===== src/pkg/psf_pkg.sv =====
// Purpose: Shared constants and carriers for the packet sync/frame config
// Assumes: 8-bit register port, one 100 MHz clock
// Notes:   Offsets are byte addresses on the plain register port
package psf_pkg;

	localparam int CLK_MHZ = 100;

	// Register offsets
	localparam logic [7:0] OFF_PRE   = 8'h39;
	localparam logic [7:0] OFF_DLA0  = 8'h3a;
	localparam logic [7:0] OFF_DLA1  = 8'h3b;
	localparam logic [7:0] OFF_DLA2  = 8'h3c;
	localparam logic [7:0] OFF_DLA3  = 8'h3d;
	localparam logic [7:0] OFF_DLB0  = 8'h3e;
	localparam logic [7:0] OFF_DLB1  = 8'h3f;
	localparam logic [7:0] OFF_DLB2  = 8'h40;
	localparam logic [7:0] OFF_DLB3  = 8'h41;
	localparam logic [7:0] OFF_TXPR  = 8'h42;
	localparam logic [7:0] OFF_RXLEN = 8'h43;
	localparam logic [7:0] OFF_TOL   = 8'h44;
	localparam logic [7:0] OFF_PKT   = 8'h45;
	localparam logic [7:0] OFF_STAT  = 8'h50;

	// Delimiter length codes
	localparam logic [2:0] DLEN_8  = 3'h1;
	localparam logic [2:0] DLEN_16 = 3'h2;
	localparam logic [2:0] DLEN_24 = 3'h3;
	localparam logic [2:0] DLEN_32 = 3'h4;

	// Fixed preamble bytes accepted in dual mode
	localparam logic [7:0] PRE_ALT_A = 8'haa;
	localparam logic [7:0] PRE_ALT_B = 8'h55;
	// Receive compare length limits, in bytes
	localparam logic [3:0] RXLEN_CLAMP = 4'h5;
	localparam logic [2:0] RXLEN_MAX   = 3'h4;
	localparam logic [2:0] RXLEN_MIN   = 3'h1;

	typedef struct packed {
		logic [7:0]  pre;
		logic [31:0] dla;
		logic [31:0] dlb;
		logic [7:0]  txpr;
		logic [3:0]  rxpr;
		logic        dual;
		logic [2:0]  dlen;
		logic [3:0]  dtol;
		logic [3:0]  ptol;
		logic        addr_stat;
		logic        grp;
		logic        rej_late;
		logic        whiten;
		logic        ed_app;
		logic        auto_tx;
		logic        fmt_g;
		logic        idle_det;
	} psf_cfg_t;

	localparam psf_cfg_t CFG_RST = '{
		pre: 8'h55, dla: 32'h0000_00a7, dlb: 32'h0000_00a7,
		txpr: 8'h04, rxpr: 4'h0, dual: 1'b0, dlen: 3'h2,
		dtol: 4'h0, ptol: 4'h0, addr_stat: 1'b0, grp: 1'b0,
		rej_late: 1'b0, whiten: 1'b1, ed_app: 1'b1, auto_tx: 1'b0,
		fmt_g: 1'b1, idle_det: 1'b1};

	// Settings in force for one packet
	typedef struct packed {
		logic [31:0] pattern;
		logic [31:0] mask;
		logic [5:0]  nbits;
		logic [5:0]  dshift;
		logic        delim_en;
		logic [2:0]  rx_bytes;
		logic [7:0]  pre;
		logic        dual;
		logic [3:0]  dtol;
		logic [3:0]  ptol;
	} psf_sync_t;

	function automatic logic [5:0] psf_ones(input logic [31:0] v);
		logic [5:0] n;
		n = 6'h00;
		for (int i = 0; i < 32; i++) begin
			n = n + {5'h00, v[i]};
		end
		return n;
	endfunction

endpackage


===== src/hw/psf_sync_eval.sv =====
// Purpose: Turns programmed settings into the settings a packet uses
// Assumes: Purely combinational, driven from registered settings
// Notes:   Result is captured by the top only between packets
`timescale 1ns/1ps
`default_nettype none
module psf_sync_eval (
	// Programmed settings
	input  wire psf_pkg::psf_cfg_t  cfg,
	input  wire logic               manchester_en,
	// Effective settings
	output var  psf_pkg::psf_sync_t eff
);

	always_comb begin
		eff = '0;
		eff.pattern = cfg.grp ? cfg.dlb : cfg.dla;
		eff.delim_en = 1'b1;
		case (cfg.dlen)
			psf_pkg::DLEN_8:  eff.nbits = 6'd8;
			psf_pkg::DLEN_16: eff.nbits = 6'd16;
			psf_pkg::DLEN_24: eff.nbits = 6'd24;
			psf_pkg::DLEN_32: eff.nbits = 6'd32;
			default: begin
				eff.nbits = 6'd32;
				eff.delim_en = 1'b0;
			end
		endcase
		eff.dshift = 6'd32 - eff.nbits;
		eff.mask = 32'hffff_ffff >> eff.dshift;
		eff.pattern = eff.pattern & eff.mask;
		if (cfg.rxpr == 4'h0) begin
			eff.rx_bytes = psf_pkg::RXLEN_MIN;
		end else if (cfg.rxpr >= psf_pkg::RXLEN_CLAMP) begin
			eff.rx_bytes = psf_pkg::RXLEN_MAX;
		end else begin
			eff.rx_bytes = cfg.rxpr[2:0];
		end
		eff.pre = cfg.pre;
		eff.dual = cfg.dual;
		// Tolerances are meaningless on Manchester symbols
		eff.dtol = manchester_en ? 4'h0 : cfg.dtol;
		eff.ptol = (manchester_en || cfg.dual) ? 4'h0 : cfg.ptol;
	end

endmodule
`default_nettype wire


===== src/hw/psf_top.sv =====
// Purpose: Packet sync and framing settings with delimiter/preamble engines
// Assumes: Bit streams, ticks and counts come from modem logic on clk
// Notes:   Sync settings are frozen per packet, other settings apply at once; software may write any time
`timescale 1ns/1ps
`default_nettype none
module psf_top (
	// Clock and reset
	input  wire logic        clk,
	input  wire logic        resetn,
	// Register port
	input  wire logic [7:0]  reg_addr,
	input  wire logic [7:0]  reg_wdata,
	input  wire logic        reg_wr,
	input  wire logic        reg_rd,
	output logic      [7:0]  reg_rdata,
	// Modem conditions
	input  wire logic        manchester_en,
	input  wire logic        fec_en,
	input  wire logic        rx_mode,
	input  wire logic        rx_end,
	input  wire logic        tx_busy,
	input  wire logic        hdr_whiten_flag,
	// Receive bit stream
	input  wire logic        rx_bit,
	input  wire logic        rx_bit_tick,
	output logic             preamble_found,
	output logic             delim_found,
	// Transmit delimiter stream
	input  wire logic        tx_delim_start,
	input  wire logic        tx_bit_tick,
	output logic             tx_delim_bit,
	output logic             tx_delim_valid,
	// Packet handling
	input  wire logic        addr_reject,
	input  wire logic [10:0] tx_wr_count,
	input  wire logic [10:0] tx_len_total,
	input  wire logic [10:0] fast_tx_trig,
	output logic             auto_tx_start,
	output logic             discard_now,
	// Settings to the modem
	output logic      [7:0]  tx_preamble_len,
	output logic             delim_cmp_en,
	output logic             whiten_en,
	output logic             addr_status_en,
	output logic             energy_value_append,
	output logic             fmt_g_sel,
	output logic             idle_detect_en
);

	typedef struct packed {
		psf_pkg::psf_cfg_t  cfg;
		psf_pkg::psf_sync_t act;
		logic [7:0]         rdata;
		logic [31:0]        rx_sh;
		logic [7:0]         pre_sh;
		logic [2:0]         bitc;
		logic [2:0]         pre_cnt;
		logic               pre_lock;
		logic               dfound;
		logic [4:0]         tx_idx;
		logic               tx_on;
		logic               tx_bit;
		logic               fired;
		logic               autostart;
		logic               rej_pend;
		logic               discard;
		logic               whiten;
	} psf_state_t;

	psf_state_t         s_q;
	psf_state_t         s_d;
	psf_pkg::psf_sync_t eff;
	logic               busy;

	psf_sync_eval u_eval (
		.cfg           (s_q.cfg),
		.manchester_en (manchester_en),
		.eff           (eff)
	);

	// A packet is in flight from preamble lock or delimiter start to its end
	assign busy = s_q.pre_lock | s_q.tx_on | tx_busy;

	function automatic logic [7:0] rd_byte(input psf_state_t s,
		input logic [7:0] a, input logic bsy);
		case (a)
			psf_pkg::OFF_PRE:   rd_byte = s.cfg.pre;
			psf_pkg::OFF_DLA0:  rd_byte = s.cfg.dla[7:0];
			psf_pkg::OFF_DLA1:  rd_byte = s.cfg.dla[15:8];
			psf_pkg::OFF_DLA2:  rd_byte = s.cfg.dla[23:16];
			psf_pkg::OFF_DLA3:  rd_byte = s.cfg.dla[31:24];
			psf_pkg::OFF_DLB0:  rd_byte = s.cfg.dlb[7:0];
			psf_pkg::OFF_DLB1:  rd_byte = s.cfg.dlb[15:8];
			psf_pkg::OFF_DLB2:  rd_byte = s.cfg.dlb[23:16];
			psf_pkg::OFF_DLB3:  rd_byte = s.cfg.dlb[31:24];
			psf_pkg::OFF_TXPR:  rd_byte = s.cfg.txpr;
			psf_pkg::OFF_RXLEN: rd_byte = {s.cfg.rxpr, s.cfg.dual, s.cfg.dlen};
			psf_pkg::OFF_TOL:   rd_byte = {s.cfg.dtol, s.cfg.ptol};
			psf_pkg::OFF_PKT:   rd_byte = {s.cfg.addr_stat, s.cfg.grp,
				s.cfg.rej_late, s.cfg.whiten, s.cfg.ed_app, s.cfg.auto_tx,
				s.cfg.fmt_g, s.cfg.idle_det};
			psf_pkg::OFF_STAT:  rd_byte = {4'h0, s.fired, s.dfound,
				s.pre_lock, bsy};
			default:            rd_byte = 8'h00;
		endcase
	endfunction

	always_comb begin
		logic [31:0] sh;
		logic [7:0]  psh;
		logic        pm;
		logic [2:0]  pc;
		logic        reach;
		sh = 32'h0;
		psh = 8'h00;
		pm = 1'b0;
		pc = 3'h0;
		reach = 1'b0;
		s_d = s_q;

		// Register writes; unmapped and read-only offsets are ignored
		s_d.rdata = reg_rd ? rd_byte(s_q, reg_addr, busy) : 8'h00;
		if (reg_wr) begin
			case (reg_addr)
				psf_pkg::OFF_PRE:   s_d.cfg.pre = reg_wdata;
				psf_pkg::OFF_DLA0:  s_d.cfg.dla[7:0] = reg_wdata;
				psf_pkg::OFF_DLA1:  s_d.cfg.dla[15:8] = reg_wdata;
				psf_pkg::OFF_DLA2:  s_d.cfg.dla[23:16] = reg_wdata;
				psf_pkg::OFF_DLA3:  s_d.cfg.dla[31:24] = reg_wdata;
				psf_pkg::OFF_DLB0:  s_d.cfg.dlb[7:0] = reg_wdata;
				psf_pkg::OFF_DLB1:  s_d.cfg.dlb[15:8] = reg_wdata;
				psf_pkg::OFF_DLB2:  s_d.cfg.dlb[23:16] = reg_wdata;
				psf_pkg::OFF_DLB3:  s_d.cfg.dlb[31:24] = reg_wdata;
				psf_pkg::OFF_TXPR:  s_d.cfg.txpr = reg_wdata;
				psf_pkg::OFF_RXLEN: begin
					{s_d.cfg.rxpr, s_d.cfg.dual, s_d.cfg.dlen} = reg_wdata;
				end
				psf_pkg::OFF_TOL: begin
					{s_d.cfg.dtol, s_d.cfg.ptol} = reg_wdata;
				end
				psf_pkg::OFF_PKT: begin
					{s_d.cfg.addr_stat, s_d.cfg.grp, s_d.cfg.rej_late,
						s_d.cfg.whiten, s_d.cfg.ed_app, s_d.cfg.auto_tx,
						s_d.cfg.fmt_g, s_d.cfg.idle_det} = reg_wdata;
				end
				default: ;
			endcase
		end

		// Freeze settings while a packet is in flight
		if (!busy) begin
			s_d.act = eff;
		end

		// Receive: preamble lock, then delimiter search, LSB first
		if (rx_mode && rx_bit_tick) begin
			sh = {rx_bit, s_q.rx_sh[31:1]};
			psh = {rx_bit, s_q.pre_sh[7:1]};
			s_d.rx_sh = sh;
			s_d.pre_sh = psh;
			s_d.bitc = s_q.bitc + 3'h1;
			if (s_q.act.dual) begin
				pm = (psh == psf_pkg::PRE_ALT_A) ||
					(psh == psf_pkg::PRE_ALT_B);
			end else begin
				pm = psf_pkg::psf_ones({24'h0, psh ^ s_q.act.pre}) <=
					{2'b00, s_q.act.ptol};
			end
			if (!s_q.pre_lock) begin
				pc = s_q.pre_cnt;
				if (s_q.pre_cnt == 3'h0) begin
					if (pm) begin
						pc = 3'h1;
						s_d.bitc = 3'h0;
					end
				end else if (s_q.bitc == 3'h7) begin
					pc = pm ? s_q.pre_cnt + 3'h1 : 3'h0;
				end
				reach = (pc != 3'h0) && (pc >= s_q.act.rx_bytes);
				s_d.pre_cnt = reach ? 3'h0 : pc;
				s_d.pre_lock = reach;
			end else if (!s_q.dfound && s_q.act.delim_en) begin
				if (psf_pkg::psf_ones(((sh >> s_q.act.dshift) ^
					s_q.act.pattern) & s_q.act.mask) <=
					{2'b00, s_q.act.dtol}) begin
					s_d.dfound = 1'b1;
				end
			end
		end
		if (rx_end || !rx_mode) begin
			s_d.pre_lock = 1'b0;
			s_d.dfound = 1'b0;
			s_d.pre_cnt = 3'h0;
		end

		// Transmit delimiter serialiser, low byte and low bit first
		if (!s_q.tx_on) begin
			if (tx_delim_start && s_q.act.delim_en) begin
				s_d.tx_on = 1'b1;
				s_d.tx_idx = 5'h00;
				s_d.tx_bit = s_q.act.pattern[0];
			end
		end else if (tx_bit_tick) begin
			if ({1'b0, s_q.tx_idx} + 6'd1 == s_q.act.nbits) begin
				s_d.tx_on = 1'b0;
				s_d.tx_bit = 1'b0;
			end else begin
				s_d.tx_idx = s_q.tx_idx + 5'h01;
				s_d.tx_bit = s_q.act.pattern[s_d.tx_idx];
			end
		end

		// Whitening per format; with FEC only received data is whitened
		if (fec_en) begin
			s_d.whiten = s_q.cfg.whiten && rx_mode;
		end else begin
			s_d.whiten = s_q.cfg.whiten &&
				(!s_q.cfg.fmt_g || hdr_whiten_flag);
		end

		// Address reject: a late discard waits for the end of reception
		s_d.discard = 1'b0;
		if (addr_reject && !s_q.cfg.rej_late) begin
			s_d.discard = 1'b1;
		end
		if (s_q.rej_pend && rx_end) begin
			s_d.discard = 1'b1;
			s_d.rej_pend = 1'b0;
		end
		if (addr_reject && s_q.cfg.rej_late) begin
			s_d.rej_pend = 1'b1;
		end

		// Auto transmit fires once per buffer fill
		s_d.autostart = s_q.cfg.auto_tx && !s_q.fired && !tx_busy &&
			(tx_wr_count != 11'h000) &&
			((tx_wr_count >= tx_len_total) ||
			((fast_tx_trig != 11'h000) &&
			(tx_wr_count >= fast_tx_trig)));
		if (s_d.autostart) begin
			s_d.fired = 1'b1;
		end else if (tx_wr_count == 11'h000) begin
			s_d.fired = 1'b0;
		end
	end

	always_ff @(posedge clk) begin
		if (!resetn) begin
			s_q <= '0;
			s_q.cfg <= psf_pkg::CFG_RST;
		end else begin
			s_q <= s_d;
		end
	end

	assign reg_rdata           = s_q.rdata;
	assign preamble_found      = s_q.pre_lock;
	assign delim_found         = s_q.dfound;
	assign tx_delim_bit        = s_q.tx_bit;
	assign tx_delim_valid      = s_q.tx_on;
	assign auto_tx_start       = s_q.autostart;
	assign discard_now         = s_q.discard;
	assign tx_preamble_len     = s_q.cfg.txpr;
	assign delim_cmp_en        = s_q.act.delim_en;
	assign whiten_en           = s_q.whiten;
	assign addr_status_en      = s_q.cfg.addr_stat;
	assign energy_value_append = s_q.cfg.ed_app;
	assign fmt_g_sel           = s_q.cfg.fmt_g;
	assign idle_detect_en      = s_q.cfg.idle_det;
endmodule
`default_nettype wire


===== config.mk =====
export PLATFORM = sky130hd
export DESIGN_NAME = psf_top
export DESIGN_NICKNAME = d
export VERILOG_FILES = /design/src/pkg/psf_pkg.sv /design/src/hw/psf_sync_eval.sv /design/src/hw/psf_top.sv
export SDC_FILE = /design/constraint.sdc
export NUM_CORES = 1
export LEC_CHECK = 0
export BUFFER_PORTS_ARGS = -buffer_cell sky130_fd_sc_hd__buf_2
export CAP_MARGIN = 20
export CORE_MARGIN = 1.5
export CORE_UTILIZATION = 28
export DETAILED_ROUTE_END_ITERATION = 10
export PLACE_DENSITY_LB_ADDON = 0.1
export SYNTH_ARGS = -nofsm -noshare
export SYNTH_HDL_FRONTEND = slang
export SYNTH_SLANG_ARGS = --single-unit
export TNS_END_PERCENT = 5

===== constraint.sdc =====
create_clock -name clk -period 17.02 [get_ports clk]
set_input_delay 1.702 -clock clk [delete_from_list [all_inputs] [get_ports clk]]
set_output_delay 1.702 -clock clk [all_outputs]
set_load 0.02 [all_outputs]

==> flow_summary.yaml <==
synth:
  ys.flop_type: "dfxtp_1"
  synth_edf_count: 0
  yosysSeqAreaShare_pct: 33.4
  synth.distinct_cells: 70
  synthesis.nets: 1674
  avgSynthCellArea_sq_um: 8.76
  syn-instance-count: 1532
  ys_ff_latch: 224
  synth_warnings: 0
  async_flop_share_pct: 0
  syn_area_sq_mm: 0.0134
final_layout:
  final_layout_size_suffix_gt1_share_pct: 12.8
  stdcell_area_sq_mm: 0.0151
  seq_area_sq_mm: 0.00449
  multi_input_area_sq_mm: 0.00809
  diodes: 0
  num-nets-final: 1678
  final_cell_mix: "nand2_1, dfxtp_1, mux2i_1"
  final_common_cell: "nand2_1"
  fill_cells: 5003
  area_delta_synth_final_pct: 12.3
  post-route-util_pct: 31.7
power:
  p_per_area_mw_per_mm2: 84.6
  intPower_uw: 933
  leakagePower_uw: 0.00587
  clockPowerShare_pct: 46.6
  irDropWorstVdd_mv: 0.0755
  power_uw: 1280
  combPwrFrac_pct: 11.0
  p_sw_share_pct: 26.8
  p_switching_uw: 342
  p_seq_share_pct: 42.4
route:
  first_iter_violations: 748
  drc: 0
  wire_per_inst_um: 21.1
  vias: 10700
  drtAntennaViolNets: 0
  viasPerCell: 4.91
  drt_pass1_iterations: 5
  wirelength_um: 45800
flow_run:
  cap_violations: 0
cts:
  cts_resized: 0
  clkTransAtPathRegs_ns: 0.06
  root_buffer: "clkbuf_16"
  clockBufferDepth: 3
  clk_latency_ns: 0.58
  htreeDepth: 1
  cts_tree: "yes"
  hold_buffers: 0
  cts_sinks: 224
  post-cts-setup-buffers: 0
  cts_buffers: 27
sta:
  rsz0062_at_grt: "no"
  worstMarginPinSlew_ns: 1.11
  hold_viol_final: 0
  slew-limit-headroom_pct: 25.8
  max_freq_ghz: 0.140
  setup_viol: 0
  timing.hold.ws_ns: 0.464
  setup_tns_ns: 0
  slew_violations: 0
  finClkSkew_ns: 0.0152
  period_minus_slack_ns: 7.13
  timing.final.crit_share_pct: 41.9
die:
  start_util_pct: 28.2
  dieArea_sq_mm: 0.0493
  core_area_sq_mm: 0.0475
  die_h_um: 222
  die_w_um: 222
  ios: 92
  rows: 80
placement:
  dpl.hpwl_um: 33100
  place_congestion: 0.862
  place_area_sq_mm: 0.0142
  port_buffers: 91
setup_path:
  crit_arrival_ns: 7.64
  path_class: "in2reg"
  path_max_fanout: 7
  startpoint_type: "input pin"
  end_kind: "flop"
  crit_required_ns: 17.54
outcome:
  status: "finished clean"
global_routing:
  grt_usage_pct: 18.4
  grt_overflow_total: 0
  grt_pass1_vias: 10700
  antenna_found_initial: 0
  grt_start_max_net_pins: 89
  grt_pass1_wl_um: 69000
worst_hold_path:
  min_path_type: "reg2reg"
## critical path: stages
cell,delay [ns]
buf_2,0.23
mux2i_1,0.11
nor2_1,0.12
a21oi_1,0.05
or3_1,0.32
a21boi_0,0.23
fa_1,0.44
inv_1,0.10
fa_1,0.42
inv_1,0.08
fa_1,0.44
fa_1,0.52
fa_1,0.52
fa_1,0.56
ha_1,0.17
inv_1,0.05
fa_1,0.47
inv_1,0.05
ha_1,0.28
nor2b_1,0.13
o21a_1,0.16
o21a_1,0.15
o21ai_0,0.15
a31oi_1,0.10
nor2_1,0.09
## power by group through the flow
stage	registers, uW	logic [uW]	clock network (uW)
floorplan	545	100	0
global route	542	158	632
CTS	541	142	612
detailed placement	552	141	0
finish	541	140	595
global placement	552	140	0
## logic make-up (layout without fill, tap and decap cells)
logic type,Yosys count,count (layout),synth area share [%]
compound gates,290,290,14.9
mux,161,161,13.6
fa+ha+maj,78,78,8.84
simple gates,538,538,20.4
flops,224,224,33.4
buf+inv,201,225,6.35
xor+xnor,40,40,2.61
## flip-flops by register name, summed over array words and instances, names as in the netlist
signal and count:
auto_tx_start 1, delim_cmp_en 1, tx_preamble_len 8, discard_now 1
reg_rdata 8, addr_status_en 1, tx_delim_bit 1, s_q 196
fmt_g_sel 1, delim_found 1, idle_detect_en 1, preamble_found 1
energy_value_append 1, whiten_en 1, tx_delim_valid 1
## Yosys cell counts (all sizes together) (4+ instances only)
cell type,count,area share [%]
a211oi,22,1.2
a21boi,91,5.1
a21o,4,0.22
a21oi,30,1.1
a22o,5,0.33
a22oi,19,1.1
a31oi,10,0.47
a32o,4,0.30
a32oi,5,0.33
and2,37,1.7
and3,7,0.33
buf,46,2.0
clkbuf,82,2.3
dfxtp,224,33
fa,28,4.2
ha,50,4.7
inv,73,2.0
mux2,15,1.3
mux2i,131,9.8
mux4,15,2.5
nand2,227,6.3
nand2b,12,0.56
nand3,57,2.2
nand3b,9,0.50
nand4,7,0.33
nor2,39,1.2
nor2b,91,4.2
nor3,11,0.62
nor4,5,0.23
o211ai,4,0.22
o21a,5,0.28
o21ai,59,2.2
o22ai,8,0.42
or2,6,0.28
or3,17,0.79
or4bb,4,0.34
xnor2,24,1.6
xor2,16,1.0
## final timing paths
| path | from | to | slack (ns) | cells past startpoint |
|---|---|---|---|---|
| worst max-delay path | rx_bit | delim_found$_SDFFE_PP0P_ | 9.89 | 25 |
| worst min-delay path | s_q[86]$_SDFFE_PN0P_ | s_q[86]$_SDFFE_PN0P_ | 0.46 | 2 |
| worst max register to register | s_q[93]$_SDFFE_PN0P_ | delim_found$_SDFFE_PP0P_ | 9.99 | 23 |
| worst min register to register | s_q[86]$_SDFFE_PN0P_ | s_q[86]$_SDFFE_PN0P_ | 0.46 | 2 |
## per-layer routing
layer,wire [um],share of wire (%),global-route usage (%),vias up
met3,1620,3.5,2.54,68
li1,-,-,-,5278
met4,1250,2.7,4.82,0
met5,0,0,0,-
met1,23100,50,26.6,5132
met2,19800,43,28.5,189
## per-stage QoR
step / setup WS, ns / std cells
after floorplan: 9.84 / 1532
after global placement: 9.32 / 2122
after detailed placement: 9.28 / 2122
after CTS: 9.90 / 2171
after global routing: 9.55 / 2171
final: 9.89 / 2171
## cell type report
| type | instances | share of cell area [%] |
|---|---|---|
| Clock inverter | 12 | 0.855 |
| Tap cell | 615 | 5.11 |
| Sequential cell | 224 | 29.8 |
| Timing Repair Buffer | 103 | 3.64 |
| Multi-Input combinational cell | 1107 | 53.7 |
| Inverter | 73 | 1.82 |
| Clock buffer | 37 | 5.13 |
(Power assumes the default switching activity.)
